File: config.mk
export PLATFORM = sky130hd
export DESIGN_NAME = vwm_voice_wake_ctrl
export DESIGN_NICKNAME = d
export VERILOG_FILES = /design/src/vwm_voice_wake_ctrl.v /design/src/vwm_boot_loader.v /design/src/vwm_power_manager.v
export VERILOG_INCLUDE_DIRS = /design/src /design/src/src
export SDC_FILE = /design/constraint.sdc
export NUM_CORES = 1
export LEC_CHECK = 0
export BUFFER_PORTS_ARGS = -buffer_cell sky130_fd_sc_hd__buf_2
export CORE_UTILIZATION = 25
export DETAILED_ROUTE_END_ITERATION = 10
export GPL_TIMING_DRIVEN = 1
export PLACE_DENSITY = 0.46
export SLEW_MARGIN = 20
export SYNTH_ARGS = -nofsm -noshare
export SYNTH_HDL_FRONTEND = slang
export SYNTH_SLANG_ARGS = --single-unit
File: constraint.sdc
create_clock -name sys_clk -period 9.7 [get_ports sys_clk]
set_input_delay 0.97 -clock sys_clk [delete_from_list [all_inputs] [get_ports sys_clk]]
set_output_delay 0.97 -clock sys_clk [all_outputs]
set_load 0.005 [all_outputs]
File: src/vwm_defs.vh
// constants shared by the voice wake mode control block
// assumes inclusion by bare name from every design file of the block
`ifndef VWM_DEFS_VH
`define VWM_DEFS_VH

// --------------------------------------------------------------
// serial target port
// --------------------------------------------------------------
`define VWM_I2C_ADDR 7'h5a

// --------------------------------------------------------------
// internal register addresses (16-bit, sent high byte first)
// --------------------------------------------------------------
`define VWM_REG_CTRL 16'h0000
`define VWM_REG_GAIN 16'h0001
`define VWM_REG_VSTAT 16'h0002
`define VWM_REG_KWRES 16'h0003
`define VWM_REG_PARAM 16'h0100

// --------------------------------------------------------------
// fields and reset values
// --------------------------------------------------------------
`define VWM_CTRL_RUN 0
`define VWM_CTRL_MODE_LO 1
`define VWM_CTRL_MODE_HI 2
`define VWM_CTRL_RST 8'h00
`define VWM_GAIN_RST 3'h0
`define VWM_MODE_VOICE 2'h0
`define VWM_MODE_KEYWORD 2'h1
`define VWM_MODE_COMBINED 2'h2

// --------------------------------------------------------------
// boot from one-time memory
// --------------------------------------------------------------
`define VWM_OTP_AW 15
`define VWM_OTP_BOOT_BASE 15'h0000
`define VWM_BOOT_BYTES 8'h02

`endif

File: src/vwm_voice_wake_ctrl.v
// top of the voice wake mode control block: serial target port,
// register file, boot sequencer and power manager
// assumes scl and sda arrive synchronous to sys_clk; the sda wire is
// open drain and resolved outside from sdaOut and sdaOeN
`timescale 1ns/10ps
`default_nettype none
`include "vwm_defs.vh"

module vwm_voice_wake_ctrl #(
	parameter KW_BITS = 5,
	parameter PARAM_AW = 4,
	parameter [7:0] BOOT_BYTES = `VWM_BOOT_BYTES
) (
	input wire sys_clk,
	input wire rst,
	input wire hwResetNIn,
	input wire sclIn,
	input wire sdaIn,
	output reg sdaOut,
	output reg sdaOeN,
	output wire voiceWakeIrqOut,
	output wire keywordWakeIrqOut,
	output wire otpRd,
	output wire [`VWM_OTP_AW-1:0] otpAddr,
	input wire [7:0] otpData,
	input wire otpValid,
	input wire voiceDetect,
	output wire voiceRun,
	output wire kwPower,
	input wire kwDone,
	input wire kwMatch,
	input wire [KW_BITS-1:0] kwIndex,
	output reg [2:0] gain,
	input wire [PARAM_AW-1:0] cfgSel,
	output reg [7:0] cfgData,
	output wire bootDone
);

	localparam [1:0] I_IDLE = 2'd0;
	localparam [1:0] I_RX = 2'd1;
	localparam [1:0] I_TX = 2'd2;
	// the parameter window is aligned to its own size, so one mask finds it
	localparam [15:0] PARAM_MASK = (16'h0001 << PARAM_AW) - 16'h0001;
	localparam PARAM_N = 1 << PARAM_AW;

	// true when an address falls in the classifier parameter window
	function paramHit;
		input [15:0] a;
		begin
			paramHit = (a & ~PARAM_MASK) == `VWM_REG_PARAM;
		end
	endfunction

	// --------------------------------------------------------------
	// hardware reset pin
	// --------------------------------------------------------------
	// the pin clears the logic synchronously so the async tree stays
	// driven by rst alone
	reg clr;

	always @(posedge sys_clk or posedge rst) begin
		if (rst)
			clr <= 1'b1;
		else
			clr <= ~hwResetNIn;
	end

	// --------------------------------------------------------------
	// declarations
	// --------------------------------------------------------------
	reg sclQ;
	reg sdaQ;
	reg [1:0] i2cSt;
	reg [3:0] bitCnt;
	reg [7:0] shifter;
	reg [1:0] byteNo;
	reg rnw;
	reg mAck;
	reg [15:0] regAddr;
	reg hostWr;
	reg [7:0] hostData;
	reg voiceAck;
	reg kwAck;
	reg [7:0] ctrl;
	reg [7:0] param [0:PARAM_N-1];
	reg [7:0] rdByte;
	integer i;

	wire bootWr;
	wire [7:0] bootIdx;
	wire [7:0] bootData;
	wire voiceIrq;
	wire kwIrq;
	wire kwValid;
	wire [KW_BITS-1:0] kwResult;

	// a burst wraps at the top of the 16-bit space rather than stopping
	wire [15:0] addrNext = regAddr + 16'h0001;
	wire sclRise = sclIn & ~sclQ;
	wire sclFall = ~sclIn & sclQ;
	wire startCond = sclIn & sclQ & sdaQ & ~sdaIn;
	wire stopCond = sclIn & sclQ & ~sdaQ & sdaIn;
	wire active = (i2cSt != I_IDLE) && !clr;
	wire ackFall = active && sclFall && (bitCnt == 4'd9);
	wire loadNow = ackFall && ((i2cSt == I_RX && byteNo == 2'd0 && rnw) || (i2cSt == I_TX && mAck));
	wire run = ctrl[`VWM_CTRL_RUN];
	wire [1:0] mode = ctrl[`VWM_CTRL_MODE_HI:`VWM_CTRL_MODE_LO];
	wire wrEn = hostWr | bootWr;
	wire [15:0] wrAddr = bootWr ? (`VWM_REG_CTRL + {8'h00, bootIdx}) : regAddr;
	wire [7:0] wrData = bootWr ? bootData : hostData;

	assign voiceWakeIrqOut = voiceIrq;
	assign keywordWakeIrqOut = kwIrq;

	// --------------------------------------------------------------
	// read multiplexer
	// --------------------------------------------------------------
	// reading the status or result register is what clears its wake flag,
	// so this mux and the ack pulses must agree on regAddr
	always @* begin
		rdByte = 8'h00;
		case (regAddr)
			`VWM_REG_CTRL: rdByte = ctrl;
			`VWM_REG_GAIN: rdByte = {5'h00, gain};
			`VWM_REG_VSTAT: rdByte = {5'h00, bootDone, kwPower, voiceIrq};
			`VWM_REG_KWRES: rdByte = {kwValid, {(7 - KW_BITS){1'b0}}, kwResult};
			default: begin
				if (paramHit(regAddr))
					rdByte = param[regAddr[PARAM_AW-1:0]];
			end
		endcase
	end

	// --------------------------------------------------------------
	// serial target engine
	// --------------------------------------------------------------
	// bitCnt counts scl rises in a byte: 1..8 data, 9 acknowledge.
	// sda is only ever pulled low, scl is never driven.
	// start and stop always release sda, so a host that aborts mid-byte
	// never finds the line held
	always @(posedge sys_clk or posedge rst) begin
		if (rst) begin
			sclQ <= 1'b1;
			sdaQ <= 1'b1;
			i2cSt <= I_IDLE;
			bitCnt <= 4'h0;
			shifter <= 8'h00;
			byteNo <= 2'd0;
			rnw <= 1'b0;
			mAck <= 1'b0;
			regAddr <= 16'h0000;
			hostWr <= 1'b0;
			hostData <= 8'h00;
			voiceAck <= 1'b0;
			kwAck <= 1'b0;
			sdaOut <= 1'b0;
			sdaOeN <= 1'b1;
		end else begin
			sclQ <= sclIn;
			sdaQ <= sdaIn;
			sdaOut <= 1'b0;
			hostWr <= 1'b0;
			voiceAck <= loadNow && (regAddr == `VWM_REG_VSTAT);
			kwAck <= loadNow && (regAddr == `VWM_REG_KWRES);
			if (clr) begin
				i2cSt <= I_IDLE;
				bitCnt <= 4'h0;
				byteNo <= 2'd0;
				regAddr <= 16'h0000;
				sdaOeN <= 1'b1;
			end else if (startCond) begin
				// repeated start keeps regAddr for the read that follows
				i2cSt <= I_RX;
				bitCnt <= 4'h0;
				byteNo <= 2'd0;
				sdaOeN <= 1'b1;
			end else if (stopCond) begin
				i2cSt <= I_IDLE;
				sdaOeN <= 1'b1;
			end else if (active && sclRise) begin
				if (bitCnt != 4'd9)
					bitCnt <= bitCnt + 4'd1;
				if (i2cSt == I_RX && bitCnt < 4'd8)
					shifter <= {shifter[6:0], sdaIn};
				if (i2cSt == I_TX && bitCnt == 4'd8)
					mAck <= ~sdaIn;
			end else if (loadNow) begin
				bitCnt <= 4'h0;
				i2cSt <= I_TX;
				shifter <= rdByte;
				sdaOeN <= rdByte[7];
				regAddr <= addrNext;
			end else if (ackFall) begin
				bitCnt <= 4'h0;
				sdaOeN <= 1'b1;
				if (i2cSt == I_TX) begin
					// host gave no acknowledge: the burst read ends
					i2cSt <= I_IDLE;
				end else begin
					if (byteNo != 2'd3)
						byteNo <= byteNo + 2'd1;
					if (byteNo == 2'd3)
						regAddr <= addrNext;
				end
			end else if (active && sclFall) begin
				if (bitCnt == 4'd8 && i2cSt == I_RX) begin
					case (byteNo)
						2'd0: begin
							// ten-bit headers and other targets fall through here
							if (shifter[7:1] == `VWM_I2C_ADDR && bootDone) begin
								rnw <= shifter[0];
								sdaOeN <= 1'b0;
							end else begin
								i2cSt <= I_IDLE;
							end
						end
						2'd1: begin
							regAddr[15:8] <= shifter;
							sdaOeN <= 1'b0;
						end
						2'd2: begin
							regAddr[7:0] <= shifter;
							sdaOeN <= 1'b0;
						end
						default: begin
							hostWr <= 1'b1;
							hostData <= shifter;
							sdaOeN <= 1'b0;
						end
					endcase
				end else if (bitCnt == 4'd8) begin
					// release for the host's acknowledge
					sdaOeN <= 1'b1;
				end else if (i2cSt == I_TX && bitCnt != 4'd0) begin
					shifter <= {shifter[6:0], 1'b0};
					sdaOeN <= shifter[6];
				end
			end
		end
	end

	// --------------------------------------------------------------
	// register file
	// --------------------------------------------------------------
	// the classifiers read parameters through cfgSel one cycle late;
	// status and result registers are not writable
	// boot and host share one write port; the port refuses the host until
	// bootDone, so the two can never collide
	always @(posedge sys_clk or posedge rst) begin
		if (rst) begin
			ctrl <= `VWM_CTRL_RST;
			gain <= `VWM_GAIN_RST;
			cfgData <= 8'h00;
			for (i = 0; i < PARAM_N; i = i + 1)
				param[i] <= 8'h00;
		end else if (clr) begin
			ctrl <= `VWM_CTRL_RST;
			gain <= `VWM_GAIN_RST;
			cfgData <= 8'h00;
			for (i = 0; i < PARAM_N; i = i + 1)
				param[i] <= 8'h00;
		end else begin
			cfgData <= param[cfgSel];
			if (wrEn) begin
				case (wrAddr)
					`VWM_REG_CTRL: ctrl <= wrData;
					`VWM_REG_GAIN: gain <= wrData[2:0];
					default: begin
						if (paramHit(wrAddr))
							param[wrAddr[PARAM_AW-1:0]] <= wrData;
					end
				endcase
			end
		end
	end

	// --------------------------------------------------------------
	// boot and power management
	// --------------------------------------------------------------
	vwm_boot_loader #(
		.BOOT_BYTES(BOOT_BYTES)
	) uBoot (
		.sys_clk(sys_clk),
		.rst(rst),
		.clr(clr),
		.otpRd(otpRd),
		.otpAddr(otpAddr),
		.otpData(otpData),
		.otpValid(otpValid),
		.bootWr(bootWr),
		.bootIdx(bootIdx),
		.bootData(bootData),
		.bootDone(bootDone)
	);

	vwm_power_manager #(
		.KW_BITS(KW_BITS)
	) uPower (
		.sys_clk(sys_clk),
		.rst(rst),
		.clr(clr),
		.run(run),
		.mode(mode),
		.voiceDetect(voiceDetect),
		.kwDone(kwDone),
		.kwMatch(kwMatch),
		.kwIndex(kwIndex),
		.voiceAck(voiceAck),
		.kwAck(kwAck),
		.kwPower(kwPower),
		.voiceRun(voiceRun),
		.voiceIrq(voiceIrq),
		.kwIrq(kwIrq),
		.kwValid(kwValid),
		.kwResult(kwResult)
	);

endmodule // vwm_voice_wake_ctrl
`default_nettype wire

File: src/vwm_boot_loader.v
// boot sequencer: copies the first bytes of one-time memory into
// the control registers after power-on or a hardware reset
// assumes the memory answers each held read with a one-cycle valid
`timescale 1ns/10ps
`default_nettype none
`include "vwm_defs.vh"

module vwm_boot_loader #(
	parameter [7:0] BOOT_BYTES = `VWM_BOOT_BYTES
) (
	input wire sys_clk,
	input wire rst,
	input wire clr,
	output reg otpRd,
	output wire [`VWM_OTP_AW-1:0] otpAddr,
	input wire [7:0] otpData,
	input wire otpValid,
	output reg bootWr,
	output reg [7:0] bootIdx,
	output reg [7:0] bootData,
	output reg bootDone
);

	localparam [7:0] LAST = BOOT_BYTES - 8'h01;

	assign otpAddr = `VWM_OTP_BOOT_BASE + {7'h00, bootIdx};

	// --------------------------------------------------------------
	// fetch, store, advance
	// --------------------------------------------------------------
	always @(posedge sys_clk or posedge rst) begin
		if (rst) begin
			otpRd <= 1'b0;
			bootWr <= 1'b0;
			bootIdx <= 8'h00;
			bootData <= 8'h00;
			bootDone <= 1'b0;
		end else if (clr) begin
			otpRd <= 1'b0;
			bootWr <= 1'b0;
			bootIdx <= 8'h00;
			bootData <= 8'h00;
			bootDone <= 1'b0;
		end else begin
			bootWr <= 1'b0;
			if (!bootDone) begin
				if (otpRd && otpValid) begin
					otpRd <= 1'b0;
					bootWr <= 1'b1;
					bootData <= otpData;
				end else if (bootWr) begin
					if (bootIdx == LAST)
						bootDone <= 1'b1;
					else
						bootIdx <= bootIdx + 8'h01;
				end else if (!otpRd) begin
					otpRd <= 1'b1;
				end
			end
		end
	end

endmodule // vwm_boot_loader
`default_nettype wire

File: src/vwm_power_manager.v
// power manager and mode sequencer for the two classifiers,
// with the two sticky wake interrupts
// assumes detection and done inputs are one-cycle pulses
`timescale 1ns/10ps
`default_nettype none
`include "vwm_defs.vh"

module vwm_power_manager #(
	parameter KW_BITS = 5
) (
	input wire sys_clk,
	input wire rst,
	input wire clr,
	input wire run,
	input wire [1:0] mode,
	input wire voiceDetect,
	input wire kwDone,
	input wire kwMatch,
	input wire [KW_BITS-1:0] kwIndex,
	input wire voiceAck,
	input wire kwAck,
	output reg kwPower,
	output reg voiceRun,
	output reg voiceIrq,
	output reg kwIrq,
	output reg kwValid,
	output reg [KW_BITS-1:0] kwResult
);

	localparam [1:0] S_IDLE = 2'd0;
	localparam [1:0] S_LISTEN = 2'd1;
	localparam [1:0] S_KW = 2'd2;

	reg [1:0] st;
	reg [1:0] next_st;

	wire kwHit = (st == S_KW) && kwDone && kwMatch;
	wire voiceHit = (st == S_LISTEN) && voiceDetect && (mode != `VWM_MODE_COMBINED);

	// --------------------------------------------------------------
	// next state
	// --------------------------------------------------------------
	always @* begin
		next_st = st;
		case (st)
			S_IDLE: begin
				if (run)
					next_st = (mode == `VWM_MODE_KEYWORD) ? S_KW : S_LISTEN;
			end
			S_LISTEN: begin
				if (!run)
					next_st = S_IDLE;
				else if (mode == `VWM_MODE_KEYWORD)
					next_st = S_KW;
				else if (voiceDetect && mode == `VWM_MODE_COMBINED)
					next_st = S_KW;
			end
			S_KW: begin
				if (!run)
					next_st = S_IDLE;
				else if (mode != `VWM_MODE_KEYWORD && (kwDone || mode != `VWM_MODE_COMBINED))
					next_st = S_LISTEN;
			end
			default: next_st = S_IDLE;
		endcase
	end

	// --------------------------------------------------------------
	// state, power and interrupts; a new event beats a same-cycle read
	// --------------------------------------------------------------
	always @(posedge sys_clk or posedge rst) begin
		if (rst) begin
			st <= S_IDLE;
			kwPower <= 1'b0;
			voiceRun <= 1'b0;
			voiceIrq <= 1'b0;
			kwIrq <= 1'b0;
			kwValid <= 1'b0;
			kwResult <= {KW_BITS{1'b0}};
		end else if (clr) begin
			st <= S_IDLE;
			kwPower <= 1'b0;
			voiceRun <= 1'b0;
			voiceIrq <= 1'b0;
			kwIrq <= 1'b0;
			kwValid <= 1'b0;
			kwResult <= {KW_BITS{1'b0}};
		end else begin
			st <= next_st;
			kwPower <= (next_st == S_KW);
			voiceRun <= run && (mode != `VWM_MODE_KEYWORD);
			if (voiceHit)
				voiceIrq <= 1'b1;
			else if (voiceAck)
				voiceIrq <= 1'b0;
			if (kwHit) begin
				kwIrq <= 1'b1;
				kwValid <= 1'b1;
				kwResult <= kwIndex;
			end else if (kwAck) begin
				kwIrq <= 1'b0;
				kwValid <= 1'b0;
			end
		end
	end

endmodule // vwm_power_manager
`default_nettype wire

==> flow_summary_export.csv <==
group,metric,value,unit
yosys,ys_types,78,
clock_network,cts_tree,"done",
sta,setup_tns,0,ns
clock_network,cts_setup_buffers,0,
worst_setup_path,cp-start-kind,"flip-flop",
worst_setup_path,max_stage_delay,0.88,ns
sta,maxSlewHeadroom,23.5,%
global_route,grt_max_degree,121,
drt,drt_drc_violations_left,0,
yosys,yosysMostFrequentCell,"dfrtp_1",
drt,antenna_left,0,
floorplan,coreArea,0.0478,mm²
floorplan,start_util,25.4,%
clock_network,numClockSinks,226,
global_route,grt_pass1_vias,9354,
sta,grt_setup_unrepaired,"false",
pwr,switching_share,25.8,%
sta,layout_min_cycle_time,3.57,ns
run_status,status,"finished, final reports clean",
yosys,synth_top_flop_cell,"dfrtp_1",
worst_setup_path,crit_fanout,61,
pwr,power_frac_seq,46.3,%
worst_setup_path,path_class,"flip-flop to flip-flop",
floorplan,die_x,222,µm
worst_setup_path,arrival,4.01,ns
clock_network,cts_max_path_buffers,3,
pwr,finalPower,2.08,mW
clock_network,cts_resized,0,
worst_setup_path,critPathCaptureType,"flip-flop",
sta,hold_ws,0.503,ns
worst_setup_path,cp.required,10.14,ns
drt,vias,9223,
drt,wl,39.3,mm
yosys,yosys-top-cells-count,"dfrtp_1 (222), o2bb2ai_1 (121), nand2_1 (79)",
sta,max_freq,280,MHz
clock_network,ctsHoldBuffers,0,
clock_network,clk_latency,0.56,ns
floorplan,die_h,222,µm
drt,first_pass_iters,5,
pwr,p_switching,0.536,mW
yosys,synth.area.top_cells,"dfrtp_1 (46%), mux4_2 (14%), o2bb2ai_1 (8.7%), nand2_1 (2.4%), mux2i_1 (2.0%)",
global_route,grt_pass1_wl,61.1,mm
placed_design,io_buffers,51,
pwr,p_comb_share,7.3,%
clock_network,cts_root_buf,"clkbuf_16",
worst_setup_path,worstPathCellList,"buf_4 > nor3b_1 > and3_1 > a31oi_1 > nand2b_1 > mux2_2",
floorplan,dieArea,0.0495,mm²
pwr,power.density,151,mW/mm²
placed_design,place_congestion,0.843,
pwr,vdd.ir_drop.worst,95.5,µV
yosys,syn_area_per_cell,11.8,µm²
sta,period_share,36.8,%
sta,setup_violations,0,
drt,via_per_inst,5.47,
global_route,grt_overflow,0,
placed_design,dp_hpwl,26.9,mm
clock_network,cts_inserted_buffers,27,
sta,tightest_slew,1.14,ns
sta,final-max-slew-violation-count,0,
pwr,pwr-share-clk,46.3,%
yosys,ys_ff_latch,226,
yosys,synthArstFlopShare,100,%
drt,wl_per_cell,23.3,µm
finish,area_growth,13.4,%
clock_network,clk_pin_slew,0.06,ns
run,cap_violations,0,
yosys,syn_area,0.0121,mm²
worst_setup_path,cp_slowest_cell,"and3_1",
yosys,synth_top_area_share,45.7,%
floorplan,ios,60,
yosys,syn_inst,1032,
pwr,cellInternalPower,1.55,mW
min_path,holdCritPathClass,"flip-flop to flip-flop",
finish,fin_nets,1092,
yosys,ys_seq_area_share,46.6,%
yosys,yosysWarnings,0,
clock_network,htreeDepth,1,
yosys,synth_edf_count,0,
finish,drive_gt1_share,21.0,%
yosys,yosysTopAreaCell,"dfrtp_1",
sta,fin_skew,0.0106,ns
floorplan,fp-row-count,80,
global_route,grtUsageTotal,16.1,%
sta,hold_violations,0,
drt,drt_iter0_markers,780,
global_route,grt_antenna_before_repair,2,
pwr,p_leak,5.53,nW
-- per-stage QoR --
step | util [%] | setup slack [ns] | instances | area, µm²
3_3_place_gp | 27.0 | 5.97 | 1638 | 12900
2_1_floorplan | - | 2.55 | 1039 | 12200
6_report | 28.8 | 6.13 | 1685 | 13800
4_1_cts | 28.7 | 6.21 | 1684 | 13800
3_5_place_dp | 27.0 | 5.90 | 1638 | 12900
5_1_grt | 28.8 | 5.92 | 1684 | 13800
-- cells by family after synthesis --
family / synth area share [%]
and+or+nand+nor: 10.9
buffers and inverters: 3.52
muxes: 17.5
other: 0.0309
xor gates and xnor gates: 0.793
DFF: 46.6
AOI/OAI and AO/OA: 19.2
adders and majority gates: 1.44
-- layer usage --
layer  vias up  wire length, µm  track usage [%]
met3        72             2570             3.09
met4         2             1440             6.43
met2       294            17800             24.6
met1      4814            17500             22.4
met5         -               13                0
li1       4041                -                -
-- registers in the layout (all words and copies together), names as in the netlist, 2 cells and up --
| signal | cells |
|---|---|
| bitCnt | 4 |
| byteNo | 2 |
| cfgData | 8 |
| ctrl | 8 |
| gain | 3 |
| hostData | 8 |
| i2cSt | 2 |
| param | 128 |
| regAddr | 16 |
| shifter | 8 |
| uBoot.bootData | 8 |
| uBoot.bootIdx | 8 |
| uPower.kwResult | 5 |
| uPower.st | 2 |
-- final timing paths --
check	from	endpoint	slack, ns	cells past startpoint
min reg2reg	hostData[1]	hostData[1]	0.50	1
max reg2reg	clr	regAddr[1]	6.13	6
min	hostData[1]	hostData[1]	0.50	1
max in group asynchronous	rst	param[64]	7.72	3
max	clr	regAddr[1]	6.13	6
min in group asynchronous	rst	byteNo[0]	0.60	2
-- layout make-up --
| cell class | count | area (µm²) |
|---|---|---|
| Multi-Input combinational cell | 718 | 6100 |
| Antenna cell | 1 | 2.50 |
| Fill cell | 4911 | 34100 |
| Inverter | 17 | 71.3 |
| Sequential cell | 226 | 5660 |
| Tap cell | 615 | 769 |
| Timing Repair Buffer | 62 | 338 |
| Clock inverter | 7 | 41.3 |
| Clock buffer | 39 | 781 |
-- worst max-delay path, delay by kind of cell, from the launching register on --
family                 cells  cell delay [ns]
AND/OR/NAND/NOR            3             1.87
AO/OA/AOI/OAI              1             0.50
multiplexers               1             0.38
flip-flops                 1             0.36
buffers and inverters      1             0.32
-- power by group through the flow --
stage          Combinational, mW  Clock (mW)  Sequential, mW
4_1_cts                    0.155       0.992           0.965
6_report                   0.153       0.965           0.965
5_1_grt                    0.167        1.03           0.966
3_3_place_gp               0.154           0           0.982
2_1_floorplan              0.103           0           0.976
3_5_place_dp               0.155           0           0.981
-- cell usage in the layout, fill, tap and decap left out, types with 26 or more instances in the layout --
master / Yosys / final
dfrtp_1: 222 / 221
o2bb2ai_1: 121 / 121
nand2_1: 79 / 79
mux4_2: 73 / 73
nor2_1: 61 / 61
buf_2: 18 / 51
o21ai_0: 40 / 40
a21oi_1: 33 / 33
clkbuf_16: 0 / 27
nand3_1: 27 / 26
Note: power is estimated with default switching activity, not from simulation.
